## src/design/svwd_regs.svh

```systemverilog
// Purpose: timing and width constants of the supervisor watchdog
// Assumes: block clock at 25 MHz
// Notes:   periods are least times, so the cycle counts round up
`ifndef SVWD_REGS_SVH
`define SVWD_REGS_SVH

// block clock period in nanoseconds
`define SVWD_CLK_PERIOD_NS 40
// watchdog timeout period in nanoseconds
`define SVWD_WD_TIME_NS 200000
// reset-hold period in nanoseconds
`define SVWD_RST_TIME_NS 20000
// derived cycle counts, rounded up, never below one
`define SVWD_WD_CYC ((`SVWD_WD_TIME_NS + `SVWD_CLK_PERIOD_NS - 1) / `SVWD_CLK_PERIOD_NS)
`define SVWD_RST_CYC ((`SVWD_RST_TIME_NS + `SVWD_CLK_PERIOD_NS - 1) / `SVWD_CLK_PERIOD_NS)
// width of the shared period counter
`define SVWD_CNT_W 16
// counter cleared value and step
`define SVWD_CNT_ZERO 16'h0000
`define SVWD_CNT_ONE 16'h0001
// output levels after reset
`define SVWD_RST_N_INIT 1'b0
`define SVWD_FAULT_N_INIT 1'b1

`endif

```

## src/design/svwd_pkg.sv

```systemverilog
// Purpose: types shared by the supervisor watchdog files
// Assumes: nothing
// Notes:   state codes are left to the tools
package svwd_pkg;

  // phases of the reset and watchdog sequence
  typedef enum logic [1:0] {
    SVWD_ST_UNDERVOLT,
    SVWD_ST_HOLD,
    SVWD_ST_RUN
  } svwd_state_t;

endpackage : svwd_pkg

```

## src/design/svwd_kick_det.sv

```systemverilog
// Purpose: edge detection on the watchdog kick input
// Assumes: kick level and high-impedance flag are synchronous to the clock
// Notes:   no edge is reported across a high-impedance stretch
`timescale 1ns/1ps
`include "svwd_regs.svh"

module svwd_kick_det (
  // clock and reset
  input wire logic clk_sys_i,
  input wire logic rstn_i,
  // kick pin view
  input wire logic watchdog_kick_in_i,
  input wire logic kick_hiz_i,
  // detected events
  output logic kick_edge_o,
  output logic kick_hiz_o
);

  logic sample_reg;
  logic prev_reg;
  logic valid_reg;
  logic prev_valid_reg;

  // two successive samples of the kick level and their validity
  always_ff @(posedge clk_sys_i) begin
    if (!rstn_i) begin
      sample_reg <= 1'b0;
      prev_reg <= 1'b0;
      valid_reg <= 1'b0;
      prev_valid_reg <= 1'b0;
    end else begin
      sample_reg <= watchdog_kick_in_i;
      prev_reg <= sample_reg;
      valid_reg <= !kick_hiz_i;
      prev_valid_reg <= valid_reg;
    end
  end

  always_ff @(posedge clk_sys_i) begin
    if (!rstn_i) begin
      kick_edge_o <= 1'b0;
      kick_hiz_o <= 1'b1;
    end else begin
      kick_edge_o <= valid_reg && prev_valid_reg && (sample_reg != prev_reg);
      kick_hiz_o <= !valid_reg;
    end
  end

endmodule : svwd_kick_det

```

## src/design/svwd_top.sv

```systemverilog
// Purpose: watchdog and reset-output logic of a multi-supply supervisor
// Assumes: undervoltage flag and kick pin are synchronous to clk_sys_i
// Notes:   one counter serves both the watchdog and the reset-hold period
`timescale 1ns/1ps
`include "svwd_regs.svh"

module svwd_top #(
  parameter int unsigned WD_CYC = `SVWD_WD_CYC,
  parameter int unsigned RST_CYC = `SVWD_RST_CYC
) (
  // clock and reset
  input wire logic clk_sys_i,
  input wire logic rstn_i,
  // supply monitor
  input wire logic undervolt_i,
  // watchdog kick pin
  input wire logic watchdog_kick_in_i,
  input wire logic kick_hiz_i,
  // supervisor outputs
  output logic sys_rst_n_o,
  output logic watchdog_fault_out_n_o
);

  // last counts of each period, at counter width
  // periods in block cycles
  localparam logic [`SVWD_CNT_W-1:0] WD_LAST = (`SVWD_CNT_W)'(WD_CYC - 1);
  localparam logic [`SVWD_CNT_W-1:0] RST_LAST = (`SVWD_CNT_W)'(RST_CYC - 1);

  svwd_pkg::svwd_state_t state_reg;
  svwd_pkg::svwd_state_t state_next;
  logic [`SVWD_CNT_W-1:0] cnt_reg;
  logic [`SVWD_CNT_W-1:0] cnt_next;
  logic rst_n_reg;
  logic rst_n_next;
  logic fault_n_reg;
  logic fault_n_next;
  logic kick_edge;
  logic kick_hiz;
  logic wd_expire;
  logic hold_done;

  // kick edge and float detection
  svwd_kick_det u_kick_det (
    .clk_sys_i(clk_sys_i),
    .rstn_i(rstn_i),
    .watchdog_kick_in_i(watchdog_kick_in_i),
    .kick_hiz_i(kick_hiz_i),
    .kick_edge_o(kick_edge),
    .kick_hiz_o(kick_hiz)
  );

  // period end conditions
  assign wd_expire = (state_reg == svwd_pkg::SVWD_ST_RUN) && (cnt_reg == WD_LAST)
                     && !kick_edge && !kick_hiz;
  assign hold_done = (state_reg == svwd_pkg::SVWD_ST_HOLD) && (cnt_reg == RST_LAST);

  // phase sequencing and counter
  always_comb begin
    state_next = state_reg;
    cnt_next = cnt_reg;
    rst_n_next = rst_n_reg;
    if (undervolt_i) begin
      state_next = svwd_pkg::SVWD_ST_UNDERVOLT;
      cnt_next = `SVWD_CNT_ZERO;
      rst_n_next = 1'b0;
    end else begin
      case (state_reg)
        svwd_pkg::SVWD_ST_UNDERVOLT: begin
          // supplies back: start the reset-hold period
          state_next = svwd_pkg::SVWD_ST_HOLD;
          cnt_next = `SVWD_CNT_ZERO;
          rst_n_next = 1'b0;
        end
        svwd_pkg::SVWD_ST_HOLD: begin
          if (hold_done) begin
            state_next = svwd_pkg::SVWD_ST_RUN;
            cnt_next = `SVWD_CNT_ZERO;
            rst_n_next = 1'b1;
          end else begin
            cnt_next = cnt_reg + `SVWD_CNT_ONE;
          end
        end
        svwd_pkg::SVWD_ST_RUN: begin
          if (kick_hiz || kick_edge) begin
            cnt_next = `SVWD_CNT_ZERO;
          end else if (wd_expire) begin
            state_next = svwd_pkg::SVWD_ST_HOLD;
            cnt_next = `SVWD_CNT_ZERO;
            rst_n_next = 1'b0;
          end else begin
            cnt_next = cnt_reg + `SVWD_CNT_ONE;
          end
        end
        default: begin
          state_next = svwd_pkg::SVWD_ST_HOLD;
          cnt_next = `SVWD_CNT_ZERO;
          rst_n_next = 1'b0;
        end
      endcase
    end
  end

  // fault latch
  always_comb begin
    fault_n_next = fault_n_reg;
    if (undervolt_i) begin
      fault_n_next = 1'b1;
    end else if (state_reg == svwd_pkg::SVWD_ST_RUN) begin
      if (wd_expire) begin
        fault_n_next = 1'b0;
      end else if (kick_edge) begin
        fault_n_next = 1'b1;
      end
    end
  end

  // phase and counter registers
  always_ff @(posedge clk_sys_i) begin
    if (!rstn_i) begin
      state_reg <= svwd_pkg::SVWD_ST_HOLD;
      cnt_reg <= `SVWD_CNT_ZERO;
    end else begin
      state_reg <= state_next;
      cnt_reg <= cnt_next;
    end
  end

  // output registers
  always_ff @(posedge clk_sys_i) begin
    if (!rstn_i) begin
      rst_n_reg <= `SVWD_RST_N_INIT;
      fault_n_reg <= `SVWD_FAULT_N_INIT;
    end else begin
      rst_n_reg <= rst_n_next;
      fault_n_reg <= fault_n_next;
    end
  end

  assign sys_rst_n_o = rst_n_reg;
  assign watchdog_fault_out_n_o = fault_n_reg;

  // helper: cycles that reset has been low in a row
  logic [`SVWD_CNT_W-1:0] low_cnt_reg;
  always_ff @(posedge clk_sys_i) begin
    if (!rstn_i) begin
      low_cnt_reg <= `SVWD_CNT_ZERO;
    end else if (sys_rst_n_o) begin
      low_cnt_reg <= `SVWD_CNT_ZERO;
    end else if (low_cnt_reg != {`SVWD_CNT_W{1'b1}}) begin
      low_cnt_reg <= low_cnt_reg + `SVWD_CNT_ONE;
    end
  end
endmodule : svwd_top

```

## config.mk

```make
export PLATFORM = sky130hd
export DESIGN_NAME = svwd_top
export DESIGN_NICKNAME = d
export VERILOG_FILES = /design/src/design/svwd_pkg.sv /design/src/design/svwd_kick_det.sv /design/src/design/svwd_top.sv
export VERILOG_INCLUDE_DIRS = /design/src /design/src/design
export SDC_FILE = /design/constraint.sdc
export NUM_CORES = 1
export LEC_CHECK = 0
export BUFFER_PORTS_ARGS = -buffer_cell sky130_fd_sc_hd__clkbuf_2
export CORE_MARGIN = 5
export CORE_UTILIZATION = 45
export CTS_CLUSTER_SIZE = 30
export DETAILED_ROUTE_END_ITERATION = 8
export PLACE_DENSITY = 0.68
export SLEW_MARGIN = 20
export SYNTH_ARGS = -nofsm -noshare
export SYNTH_HDL_FRONTEND = slang
export SYNTH_HIERARCHICAL = 1
export SYNTH_SLANG_ARGS = --single-unit
```

## constraint.sdc

```tcl
create_clock -name clk_sys_i -period 5.4 [get_ports clk_sys_i]
set_clock_uncertainty 0.15 [all_clocks]
set_input_delay 1.08 -clock clk_sys_i [delete_from_list [all_inputs] [get_ports clk_sys_i]]
set_output_delay 1.08 -clock clk_sys_i [all_outputs]
set_load 0.02 [all_outputs]
```

# Yosys cells after proc, flatten, opt, wreduce, memory -nomap -nowiden
# Cells that the tools add are included.
[word_totals]
register_bits = 26
in_bits = 5
out_inout_bits = 2
elab_cells = 55
[classes]
addsub = 1
n_eq_ne = 11
mux = 15
bitwise = 1
n_reduce_logical = 16
[op_table]
columns = ["operator", "count"]
rows = [
  ["2-to-1 mux 16 bit", 3],
  ["case mux 16 bit (2 select lines)", 1],
  ["adder 16 x 1 -> 16 bit (second input constant)", 1],
  ["== test 16 x 13 -> 1 bit (second input constant)", 1],
  ["== test 16 x 9 -> 1 bit (second input constant)", 1],
  ["!= test 3 bit (second input constant)", 3],
  ["logical AND 1 bit", 6],
  ["2-to-1 mux 1 bit", 6],
  ["2-to-1 mux 2 bit", 3],
  ["!= test 2 bit (second input constant)", 3],
  ["AND reduction 3 bit", 2],
  ["logical NOT 1 bit", 4],
  ["case mux 2 bit (2 select lines)", 1],
  ["== test 2 x 1 -> 1 bit (second input constant)", 1],
  ["== test 2 bit (second input constant)", 1],
  ["case mux 1 bit (2 select lines)", 1],
  ["AND reduction 2 bit", 1],
  ["nonzero test 2 bit", 1],
  ["OR reduction 2 bit", 1],
  ["logical OR 1 bit", 1],
  ["!= test 1 bit", 1],
  ["NOT 1 bit", 1],
]

# Longest topological paths before layout
# Gate-level depths: netlist of the first run.
[logic_depth]
ltp_word = 8
mapped_depth = 7

# By module
# The synthesis of the first run kept the hierarchy.
[modules_own_cells]
columns = ["module", "instances", "cells_per_inst", "area_per_inst_um2", "seq_area_each_um2"]
rows = [
  ["svwd_top", 1, 103, 960.9, 380.4],
  ["svwd_kick_det", 1, 13, 163.9, 120.1],
]

# Least setup slack after synthesis of the first run
# No wires, ideal clock.
[synth_path]
path_type = "input to register"
startpoint = "input port undervolt_i"
endpoint = "register cnt_reg[15]"
arrival_ns = 1.814
path_slack_ns = 3.372
cell_stages = 4
n_path_buf = 1
path_cell_list = "nand2b_1 > a211o_4 > buf_12 > nor2_1"
[synth_between]
elab_chain_len = 1
[synth_lines]
columns = ["item", "line_no", "rtl"]
rows = [
  ["start, declared", "svwd_top.sv:15", "input wire logic undervolt_i,"],
  ["OR reduction 2 bit (no line)", "-", ""],
  ["end signal, assigned", "svwd_top.sv:121", "cnt_reg <= `SVWD_CNT_ZERO;"],
  ["end signal, assigned", "svwd_top.sv:124", "cnt_reg <= cnt_next;"],
  ["end, declared", "svwd_top.sv:31", "logic [`SVWD_CNT_W-1:0] cnt_reg;"],
]
# No other way between the ends.
# A chain may end at the register's enable or synchronous reset.

==> results of run 1 <==
logic make-up after synthesis:
logic type | synth area share
fa+ha+maj | 0.0334
simple gates | 0.290
compound gates | 0.0667
xor+xnor | 0.117
flops | 0.445
buf+inv | 0.0478
path summary, 6_finish.rpt:
check | startpoint | end | slack, ns
max | state_reg[1]$_SDFFE_PP0P_ | sys_rst_n_o | 3.25
max reg2reg | cnt_reg[0]$_SDFF_PP0_ | cnt_reg[4]$_SDFF_PP0_ | 3.40
min reg2reg | u_kick_det/valid_reg$_SDFF_PN0_ | u_kick_det/kick_hiz_o$_SDFF_PN1_ | 0.27
min | u_kick_det/valid_reg$_SDFF_PN0_ | u_kick_det/kick_hiz_o$_SDFF_PN1_ | 0.27
worst register-to-register path, cell delays in order (launching register included):
cell	delay, ns
dfxtp_1	0.41
ha_1	0.25
nor4b_2	0.23
nand2_1	0.18
o31ai_4	0.30
a211o_4	0.29
nor2_1	0.08
metal layers:
layer  up-vias  share of wire  track usage  routed length (um)
li1        404              -            -                   -
met2         6           0.47        0.213                 868
met3         4          0.026       0.0281                  48
met4         0          0.017       0.0506                  32
met1       351           0.49        0.152                 913
met5         -              0            0                   0
through the flow:
stage / setup slack, ns / util / cell area [um2]
after floorplan: 3.37 / - / 1120
after CTS: 3.22 / 0.489 / 1190
after global placement: 3.29 / 0.477 / 1160
after global routing: 3.17 / 0.489 / 1190
final: 3.25 / 0.489 / 1190
after detailed placement: 3.25 / 0.477 / 1160
where the power goes:
| part | switching [W] | internal, W | leakage, nW | total [W] |
|---|---|---|---|---|
| clock | 0.0000541 | 0.0000276 | 0.0177 | 0.0000818 |
| combinational | 0.0000123 | 0.00000898 | 0.204 | 0.0000213 |
| sequential | 0.00000236 | 0.000188 | 0.203 | 0.000191 |
cell type report:
type                       count  area [um2]
multi-input combinational     83         571
sequential                    25         500
clock inverter                 1        5.00
timing repair buffer           6        30.0
fill                         234        1240
tap                           30        37.5
clock buffer                   3        22.5
inverter                       6        22.5
layout by cell type (no fill, tap or decap):
| cell | n |
|---|---|
| clkbuf_2 | 6 |
| and3_1 | 4 |
| a211o_1 | 1 |
| nand4_1 | 2 |
| a211o_4 | 1 |
| and4b_1 | 1 |
| nor2b_1 | 2 |
| clkinv_2 | 1 |
| nor4b_2 | 2 |
| inv_2 | 1 |
| o211ai_1 | 1 |
| nand2b_1 | 1 |
| or3_4 | 1 |
| dfxtp_1 | 25 |
| nor3_1 | 4 |
| inv_1 | 5 |
| nor2_2 | 5 |
| and4_1 | 1 |
| nand3_1 | 7 |
| ha_1 | 3 |
| nor2_1 | 17 |
| a221o_1 | 1 |
| nand2_1 | 6 |
| a21oi_1 | 1 |
| xor2_1 | 7 |
| xnor2_1 | 8 |
| clkbuf_4 | 3 |
| nand2_2 | 2 |
| and2_1 | 2 |
| nand4_2 | 1 |
| o21ai_1 | 1 |
| o31ai_4 | 1 |
==> key figures, run 1 <==
GRT
  – Global router's overall resource usage: 0.126
  – Via count of the first global-routing pass: 810
  – Global-route wire length before repair: approximately 3.5 mm
  – Maximum number of pins on one net before global-route repair: 17
  – Total overflow reported by the global router: 0
  – Antenna violations before repair: 0

Worst setup path
  – Cell Chain, Critical Path: clkbuf_2
  – Total buffers and inverters traversed by the critical path: 1
  – Startpoint Class: flop
  – Critical path data required time: between 4 and 5 ns
  – Worst setup path category: reg2out
  – Sort of element at the end of the critical path: output pin
  – Worst R2R Path Depth: 6
  – Top delay family on crit path: flip-flops
  – Cell count along the critical path: 1
  – Max Fanout on Critical Path: 4
  – Worst-path cell with the longest stage delay: dfxtp_1
  – Data arrival time at the worst-slack endpoint: 0.92 ns
  – Delay of the slowest critical-path stage: approximately 0.41 ns

Timing
  – Achievable clock frequency: ~460 MHz
  – Slew Limit Headroom: 0.820
  – Hold Vio Cnt, Final: 0
  – Share of the clock period used by the worst path after layout: 0.398
  – Worst Tran Pin Value: between 0.2 and 0.3 ns
  – Count of endpoints failing setup in the final report: 0
  – Total negative slack for setup checks: 0 ns
  – Hold slack: approximately 0.27 ns
  – Slew Viols, Final: 0
  – RSZ-0062 raised after global routing: false
  – Final period demand of the worst path: 2.15 ns

Floorplanning
  – Die X-Extent: between 50 and 60 um
  – Area of the die: 3600 um2
  – Core Box Area: about 2400 um2
  – Starting Density: 0.462
  – Count of pins on the block boundary: 7
  – Overall die height: roughly 60 um
  – Rows: 18

Yosys
  – Area leader, netlist: dfxtp_1
  – Ranking of synthesized cells by area: dfxtp_1 44%, xnor2_1 6.2%, nor2_1 5.7%
  – Syn Nets: 124
  – Count of flip-flops with a built-in enable after synthesis: 0
  – Post-synthesis instance area: approximately 1100 um2
  – Main flop type after synthesis: dfxtp_1
  – Post-synthesis cell count: between 100 and 150
  – FFs w/ async S/R, synth: 0
  – Number of synthesized register bits: 25
  – Top-area cell type share of the netlist area: 0.445
  – Number of unique standard cell types used by synthesis: 31
  – Mean instance size in the synthesized netlist: 9.70 um2
  – Sequential-to-total area share from yosys stat: 0.445
  – Synth warn: 6
  – Most instantiated library cell after synthesis: dfxtp_1
  – Synth top cells by count: 25 x dfxtp_1, 17 x nor2_1, 8 x xnor2_1

Layout
  – Final non-filler cell total: 154
  – Share of layout cells above drive strength 1: 0.194
  – Layout Nets: around 130
  – Max FFs per register: 16
  – Relative area change from synthesis to final layout: 5.67%
  – Antenna Diode Count: 0

Clock tree
  – Clock-pin transition on the worst setup and hold timing paths: ~0.14 ns
  – Count of buffers added by post-CTS timing repair for setup: 0
  – Clock tree from TritonCTS: built
  – Post-CTS Hold Fix Bufs: 0
  – Clk sinks: 25
  – Clock tree buffer depth: 2
  – Number of buffers created by CTS: 3
  – CTS H-tree depth: 1
  – Clock root buffer master: clkbuf_4
  – Count of instances resized after the clock tree is built: 0
  – Clock Latency Late Sink: between 0.3 and 0.4 ns

Run status
  – Outcome: finished clean

Routing
  – Wirelength, routed: between 1.5 and 2 mm
  – Avg Vias per Cell: 4.97
  – Drt drc: 0
  – Number of violations reported at the end of detailed-routing iteration 0: 14
  – Antenna-violating nets left: 0
  – Via count: 765
  – Average wire per cell in the routed design: roughly 12 um
  – Detailed-router iteration count before antenna repair: 2

Pwr
  – Power per Cell Area: around 250 nW/um2
  – Overall power consumption: between 0.0002 and 0.0003 W
  – Leakage power summed over all cells: ~0.43 nW
  – VDD IR max: about 140 uV

Placement
  – Placed instance count: 150
  – GP Congestion: around 0.87
  – Port-buffer cells: 6
  – Final HPWL DP: ~1.4 mm

Hold path
  – Type of the worst min-delay path: reg2reg
  – Number of cells on the worst hold path: 1

Flow run
  – Number of max-cap violations: 0
Note: power is estimated with default switching activity, not from simulation.
==> inputs of run 2 (changes only) <==
Settings changed: ABC_AREA set to 1, PLACE_DENSITY 0.68 to 0.7.
Clock period 5.4 ns to 1.8 ns, I/O delays scaled along.
==> key figures, run 2 <==
Layout
  – Fillers: 261 (+12%)
  – Commonest cells after routing, fill and taps aside: 39 x nand2_1, 34 x nor2_1, 23 x dfxtp_1
  – Relative area change from synthesis to final layout: 12.0%
  – Post-Layout Inst Area: 1350 um2 (+13%)
  – Share of layout cells above drive strength 1: 0.149 (-0.0444)
  – Final non-filler cell total: 211 (+37%)
  – Antenna Diode Count: 0 (unchanged)
  – Area occupied by multi-input gates: 639 um2 (+12%)
  – Share of the core filled with cells: 0.534 (+0.0455)
  – Max FFs per register: 16 (unchanged)
  – Leading cell type in the layout, fill and taps excluded: nand2_1
  – Layout Nets: 190 (+43%)
  – Sequential standard cell area: 503 um2 (+0.50%)

GRT
  – Via count of the first global-routing pass: 954 (+18%)
  – Global-route wire length before repair: 3.93 mm (+13%)
  – Total overflow reported by the global router: 0 (unchanged)
  – Antenna violations before repair: 0 (unchanged)
  – Global router's overall resource usage: 0.141 (+0.0153)
  – Maximum number of pins on one net before global-route repair: 16 (-1)

Hold path
  – Type of the worst min-delay path: in2reg

Routing
  – Average wire per cell in the routed design: 11.0 um (-9.0%)
  – Number of violations reported at the end of detailed-routing iteration 0: 52 (+38)
  – Wirelength, routed: 2.32 mm (+25%)
  – Avg Vias per Cell: 5.04 (+1.4%)
  – Detailed-router iteration count before antenna repair: 4 (+2)
  – Drt drc: 0 (unchanged)
  – Via count: 1063 (+39%)
  – Antenna-violating nets left: 0 (unchanged)

Yosys
  – Ranking of synthesized cells by area: dfxtp_1 42%, nand2_1 12%, nor2_1 11%
  – Area leader, netlist: dfxtp_1
  – Syn Nets: 176 (+42%)
  – Number of unique standard cell types used by synthesis: 19 (-39%)
  – Sequential-to-total area share from yosys stat: 0.416 (-0.0291)
  – Main flop type after synthesis: dfxtp_1
  – Synth warn: 6 (unchanged)
  – Count of flip-flops with a built-in enable after synthesis: 0 (unchanged)
  – Top-area cell type share of the netlist area: 0.416 (-0.0291)
  – Post-synthesis instance area: 1200 um2 (+7.0%)
  – FFs w/ async S/R, synth: 0 (unchanged)
  – Post-synthesis cell count: 168 (+45%)
  – Mean instance size in the synthesized netlist: 7.16 um2 (-26%)
  – Number of synthesized register bits: 25 (unchanged)
  – Synth top cells by count: 40 x nand2_1, 35 x nor2_1, 25 x dfxtp_1
  – Most instantiated library cell after synthesis: nand2_1

Floorplanning
  – Count of pins on the block boundary: 7 (unchanged)
  – Overall die height: 61.7 um (+2.9%)
  – Core Box Area: 2520 um2 (+3.7%)
  – Starting Density: 0.477 (+0.0147)
  – Rows: 18 (unchanged)
  – Area of the die: 3810 um2 (+5.8%)
  – Die X-Extent: 61.7 um (+2.9%)

Timing
  – Slew Limit Headroom: 0.761 (-0.0586)
  – Worst Tran Pin Value: 0.356 ns (+0.0870 ns)
  – Hold Vio Cnt, Final: 0 (unchanged)
  – Total negative slack for setup checks: 0 ns (unchanged)
  – Count of endpoints failing setup in the final report: 0 (unchanged)
  – Final period demand of the worst path: 1.65 ns
  – Slew Viols, Final: 0 (unchanged)
  – Setup slack of the critical path after layout: 0.155 ns (-3.09 ns)
  – Achievable clock frequency: 608 MHz
  – Share of the clock period used by the worst path after layout: 0.914

Clock tree
  – Clock tree from TritonCTS: built
  – Clock tree buffer depth: 2 (unchanged)
  – Clock Latency Late Sink: 0.33 ns (+0.02 ns)
  – Number of buffers created by CTS: 3 (unchanged)
  – Clock root buffer master: clkbuf_4
  – CTS H-tree depth: 1 (unchanged)
  – Clock-pin transition on the worst setup and hold timing paths: 0.14 ns (about the same)
  – Clk sinks: 25 (unchanged)

Pwr
  – Leakage power summed over all cells: 0.545 nW (+28%)
  – Switching power total: 0.000229 W (+230%)
  – Register share of total power: 0.630 (-0.019)
  – Part of the total power dissipated in the clock network: 0.287 (+0.008)
  – Combinational Power Share: 0.083 (+0.011)
  – Switch share: 0.252 (+0.0181)
  – Power per Cell Area: 672 nW/um2 (+170%)
  – Design internal power: 0.000677 W (+200%)
  – VDD IR max: 622 uV (+360%)

Worst setup path
  – R2R setup slack: 0.15 ns (-3.25 ns)
  – Sort of element at the end of the critical path: flop
  – Max Fanout on Critical Path: 3 (-1)
  – Critical path data required time: 1.90 ns (-2.27 ns)
  – Startpoint Class: flop
  – Data arrival time at the worst-slack endpoint: 1.75 ns (+0.83 ns)
  – Worst setup path category: reg2reg

Run status
  – Outcome: finished clean

Placement
  – Placed instance count: 204 (+36%)
  – GP Congestion: 0.861 (-1.1%)
  – Port-buffer cells: 6 (unchanged)
  – Worst setup slack before clock tree synthesis: 0.108 ns (-3.14 ns)
  – Placed cell areas: 1270 um2 (+9.2%)
  – Final HPWL DP: 1.76 mm (+24%)

Flow run
  – Number of max-cap violations: 0 (unchanged)
## run 2: changes by cell type after synthesis, sizes merged, moves of 2 or more
cell and delta:
a211o -2, and2 -2, and3 -4, inv +16, nand2 +34, nand3 +5
nor2 +17, nor2b -2, nor4b -2, o21ai +3, xnor2 -4
## run 2: kinds of logic (layout without fill, tap and decap cells)
kind of cell               Yosys count  in the layout  synth area share
AOI/OAI and AO/OA                    6              6            0.0343
adders and majority gates            3              3            0.0312
DFF                                 25             25             0.416
and+or+nand+nor                    101            102             0.368
buffers and inverters               23             35            0.0780
xor gates and xnor gates            10             10            0.0728
## run 2: worst max-delay path: stages (launching register included)
cell,delay (ns)
dfxtp_2,0.37
buf_4,0.11
nand3_2,0.12
nor2_2,0.13
nand2_1,0.12
nor3_1,0.31
nand4_1,0.14
nand2_1,0.08
nor2_1,0.04
## run 2: layout make-up
class / instances / share of cell area
multi-input combinational: 121 / 0.474
sequential: 25 / 0.373
inverter: 22 / 0.0613
timing repair buffer: 9 / 0.0409
tap: 30 / 0.0279
clock buffer: 3 / 0.0167
clock inverter: 1 / 0.00557
## run 2: what timing repair did
item	CTS	global route
hold buffers	1	0
setup buffers	0	1
resized for setup	0	7
hold endpoints to repair	1	0
setup endpoints to repair	0	16
## run 2: worst paths after layout
kind | start | endpoint | cells past startpoint
max | cnt_reg[0]$_SDFF_PP0_ | cnt_reg[15]$_SDFF_PP0_ | 8
min | watchdog_kick_in_i | u_kick_det/sample_reg$_SDFF_PN0_ | 3
max reg2reg | cnt_reg[0]$_SDFF_PP0_ | cnt_reg[15]$_SDFF_PP0_ | 8
min reg2reg | cnt_reg[0]$_SDFF_PP0_ | cnt_reg[0]$_SDFF_PP0_ | 1
## run 2: metrics by stage
| step | total power [W] | hold slack (ns) |
|---|---|---|
| after floorplan | 0.000628 | 0.228 |
| after global placement | 0.000640 | 0.235 |
| after detailed placement | 0.000643 | 0.260 |
| after CTS | 0.000902 | 0.0324 |
| after global routing | 0.000950 | 0.0391 |
| final | 0.000906 | 0.0405 |
## run 2: power groups by stage
stage / Combinational (W) / Clock [W] / Sequential, W
2_1_floorplan: 0.0000461 / 0 / 0.000582
3_3_place_gp: 0.0000580 / 0 / 0.000582
3_5_place_dp: 0.0000600 / 0 / 0.000583
4_1_cts: 0.0000619 / 0.000270 / 0.000571
5_1_grt: 0.0000857 / 0.000292 / 0.000573
6_report: 0.0000754 / 0.000260 / 0.000571
## run 2: layer usage
| metal | global-route usage | routed length (um) | vias up |
|---|---|---|---|
| met1 | 0.164 | 1030 | 478 |
| li1 | - | - | 545 |
| met2 | 0.232 | 1100 | 31 |
| met3 | 0.0331 | 112 | 9 |
| met4 | 0.0909 | 81 | 0 |
| met5 | 0 | 0 | - |
==> inputs of run 3 (changes only) <==
Settings changed: CORE_UTILIZATION 45 to 52, CTS_CLUSTER_DIAMETER set to 40, PLACE_DENSITY 0.7 to 0.78.
==> key figures, run 3 (synthesis gave the netlist of run 2 again) <==
Clock tree
  – Clock root buffer master: clkbuf_4
  – Clock tree from TritonCTS: built
  – Clock-pin transition on the worst setup and hold timing paths: 0.14 ns (about the same)
  – Clock Latency Late Sink: 0.33 ns (about the same)
  – Clock tree buffer depth: 2 (unchanged)
  – Clk sinks: 25 (unchanged)
  – CTS H-tree depth: 1 (unchanged)
  – Number of buffers created by CTS: 3 (unchanged)

Worst setup path
  – Data arrival time at the worst-slack endpoint: 1.77 ns (+0.02 ns)
  – Sort of element at the end of the critical path: flop
  – Launch point of the critical path: cnt_reg[2]$_SDFF_PP0_
  – Worst R2R Path Depth: 8 (unchanged)
  – Startpoint Class: flop
  – Critical R2R Launch: cnt_reg[2]$_SDFF_PP0_
  – Max Fanout on Critical Path: 4 (+1)
  – Worst setup path category: reg2reg
  – RR Endpoint: cnt_reg[15]$_SDFF_PP0_
  – Critical path data required time: 1.93 ns (+0.03 ns)
  – R2R setup slack: 0.15 ns (about the same)

Timing
  – Count of endpoints failing setup in the final report: 0 (unchanged)
  – Share of the clock period used by the worst path after layout: 0.916 (+0.00149)
  – Slew Limit Headroom: 0.781 (+0.0203)
  – RSZ-0062 raised after global routing: false
  – Worst Tran Pin Value: 0.325 ns (-0.0307 ns)
  – Final period demand of the worst path: 1.65 ns (+0.00268 ns)
  – Slew Viols, Final: 0 (unchanged)
  – Total negative slack for setup checks: 0 ns (unchanged)
  – Setup slack of the critical path after layout: 0.152 ns (-0.00268 ns)
  – Achievable clock frequency: 607 MHz (-0.16%)
  – Hold Vio Cnt, Final: 0 (unchanged)

Floorplanning
  – Starting Density: 0.544 (+0.0669)
  – Count of pins on the block boundary: 7 (unchanged)
  – Die X-Extent: 58.1 um (-5.8%)
  – Overall die height: 58.1 um (-5.8%)
  – Rows: 17 (-1)
  – Area of the die: 3380 um2 (-11%)
  – Core Box Area: 2210 um2 (-12%)

Layout
  – Share of layout cells above drive strength 1: 0.145 (-0.00392)
  – Max FFs per register: 16 (unchanged)
  – Relative area change from synthesis to final layout: 10.9%
  – Final non-filler cell total: 207 (-1.9%)
  – Leading cell type in the layout, fill and taps excluded: nand2_1
  – Antenna Diode Count: 0 (unchanged)
  – Layout Nets: 188 (-1.1%)
  – Commonest cells after routing, fill and taps aside: 39 x nand2_1, 34 x nor2_1, 23 x dfxtp_1

GRT
  – Antenna violations before repair: 0 (unchanged)
  – Global-route wire length before repair: 4.15 mm (+5.8%)
  – Via count of the first global-routing pass: 1039 (+8.9%)
  – Total overflow reported by the global router: 0 (unchanged)
  – Global router's overall resource usage: 0.157 (+0.0158)
  – Maximum number of pins on one net before global-route repair: 16 (unchanged)

Routing
  – Avg Vias per Cell: 5.36 (+6.4%)
  – Antenna-violating nets left: 0 (unchanged)
  – Drt drc: 0 (unchanged)
  – Detailed-router iteration count before antenna repair: 4 (unchanged)
  – Number of violations reported at the end of detailed-routing iteration 0: 64 (+23%)
  – Average wire per cell in the routed design: 12.6 um (+14%)
  – Via count: 1110 (+4.4%)
  – Wirelength, routed: 2.60 mm (+12%)

Hold path
  – Type of the worst min-delay path: in2reg
  – Origin of the worst min-delay path: watchdog_kick_in_i
  – Number of cells on the worst hold path: 3 (unchanged)
  – Endpoint with the worst hold slack: u_kick_det/sample_reg$_SDFF_PN0_

Flow run
  – Number of max-cap violations: 0 (unchanged)

Placement
  – Final HPWL DP: 1.85 mm (+5.3%)
  – Port-buffer cells: 6 (unchanged)
  – Worst setup slack before clock tree synthesis: 0.0970 ns (-0.0109 ns)
  – GP Congestion: 0.917 (+6.4%)
  – Placed instance count: 201 (-1.5%)

Pwr
  – Power per Cell Area: 677 nW/um2 (+0.78%)
  – Leakage power summed over all cells: 0.535 nW (-2.0%)
  – VDD IR max: 543 uV (-13%)

Run status
  – Outcome: finished clean
==> run 3: timing repair <==
action                                 4_1_cts  5_1_grt
setup endpoints to repair                    0       17
gates resized for setup                      0        8
hold buffers                                 1        0
buffers inserted                             0        0
endpoints found under the hold margin        1        0
==> run 3: cell type report <==
type | count | area, um2
fillers | 216 | 877
multi-input cells | 121 | 644
flip-flops and latches | 25 | 503
inverters | 22 | 82.6
repair buffers | 7 | 40.0
well taps | 28 | 35.0
clock buffers | 3 | 22.5
clock inverters | 1 | 7.51
==> run 3: worst max path at each step <==
| stage | end | slack [ns] | cells past startpoint |
|---|---|---|---|
| floorplan | cnt_reg[9]$_SDFF_PP0_ | 0.22 | 11 |
| global placement | cnt_reg[13]$_SDFF_PP0_ | 0.15 | 10 |
| detailed placement | cnt_reg[2]$_SDFF_PP0_ | 0.1 | 10 |
| CTS | cnt_reg[13]$_SDFF_PP0_ | 0.06 | 10 |
| global route | state_reg[0]$_SDFFE_PN1P_ | 0.02 | 12 |
| finish | cnt_reg[15]$_SDFF_PP0_ | 0.15 | 8 |
==> run 3: stage by stage <==
| stage | hold WS [ns] | total power, W | area [um2] | util |
|---|---|---|---|---|
| global route | 0.0751 | 0.000945 | 1340 | 0.604 |
| finish | 0.0568 | 0.000904 | 1340 | 0.604 |
| CTS | 0.0530 | 0.000899 | 1300 | 0.587 |
| detailed placement | 0.260 | 0.000644 | 1260 | 0.568 |
| global placement | 0.238 | 0.000639 | 1260 | 0.568 |
| floorplan | 0.228 | 0.000628 | 1200 | - |
==> run 3: worst max-delay path, stage by stage (launching register included) <==
cell	delay, ns
dfxtp_1	0.44
nand3_2	0.17
nor2_2	0.19
nand2_1	0.15
nor2_2	0.17
nand3_1	0.08
nand2_1	0.07
nand3_1	0.07
nor2_1	0.10
==> run 3: power breakdown <==
part	total [W]	internal (W)	switching (W)
registers	0.000570	0.000563	0.00000692
clock network	0.000258	0.0000852	0.000173
logic	0.0000760	0.0000271	0.0000490
total	0.000904	0.000676	0.000228
==> run 3: routing by layer <==
| metal | up-vias | track usage | share of wire |
|---|---|---|---|
| met5 | - | 0 | 0 |
| met4 | 0 | 0.0728 | 0.028 |
| met3 | 12 | 0.0423 | 0.067 |
| met2 | 53 | 0.276 | 0.53 |
| met1 | 499 | 0.174 | 0.38 |
| li1 | 546 | - | - |
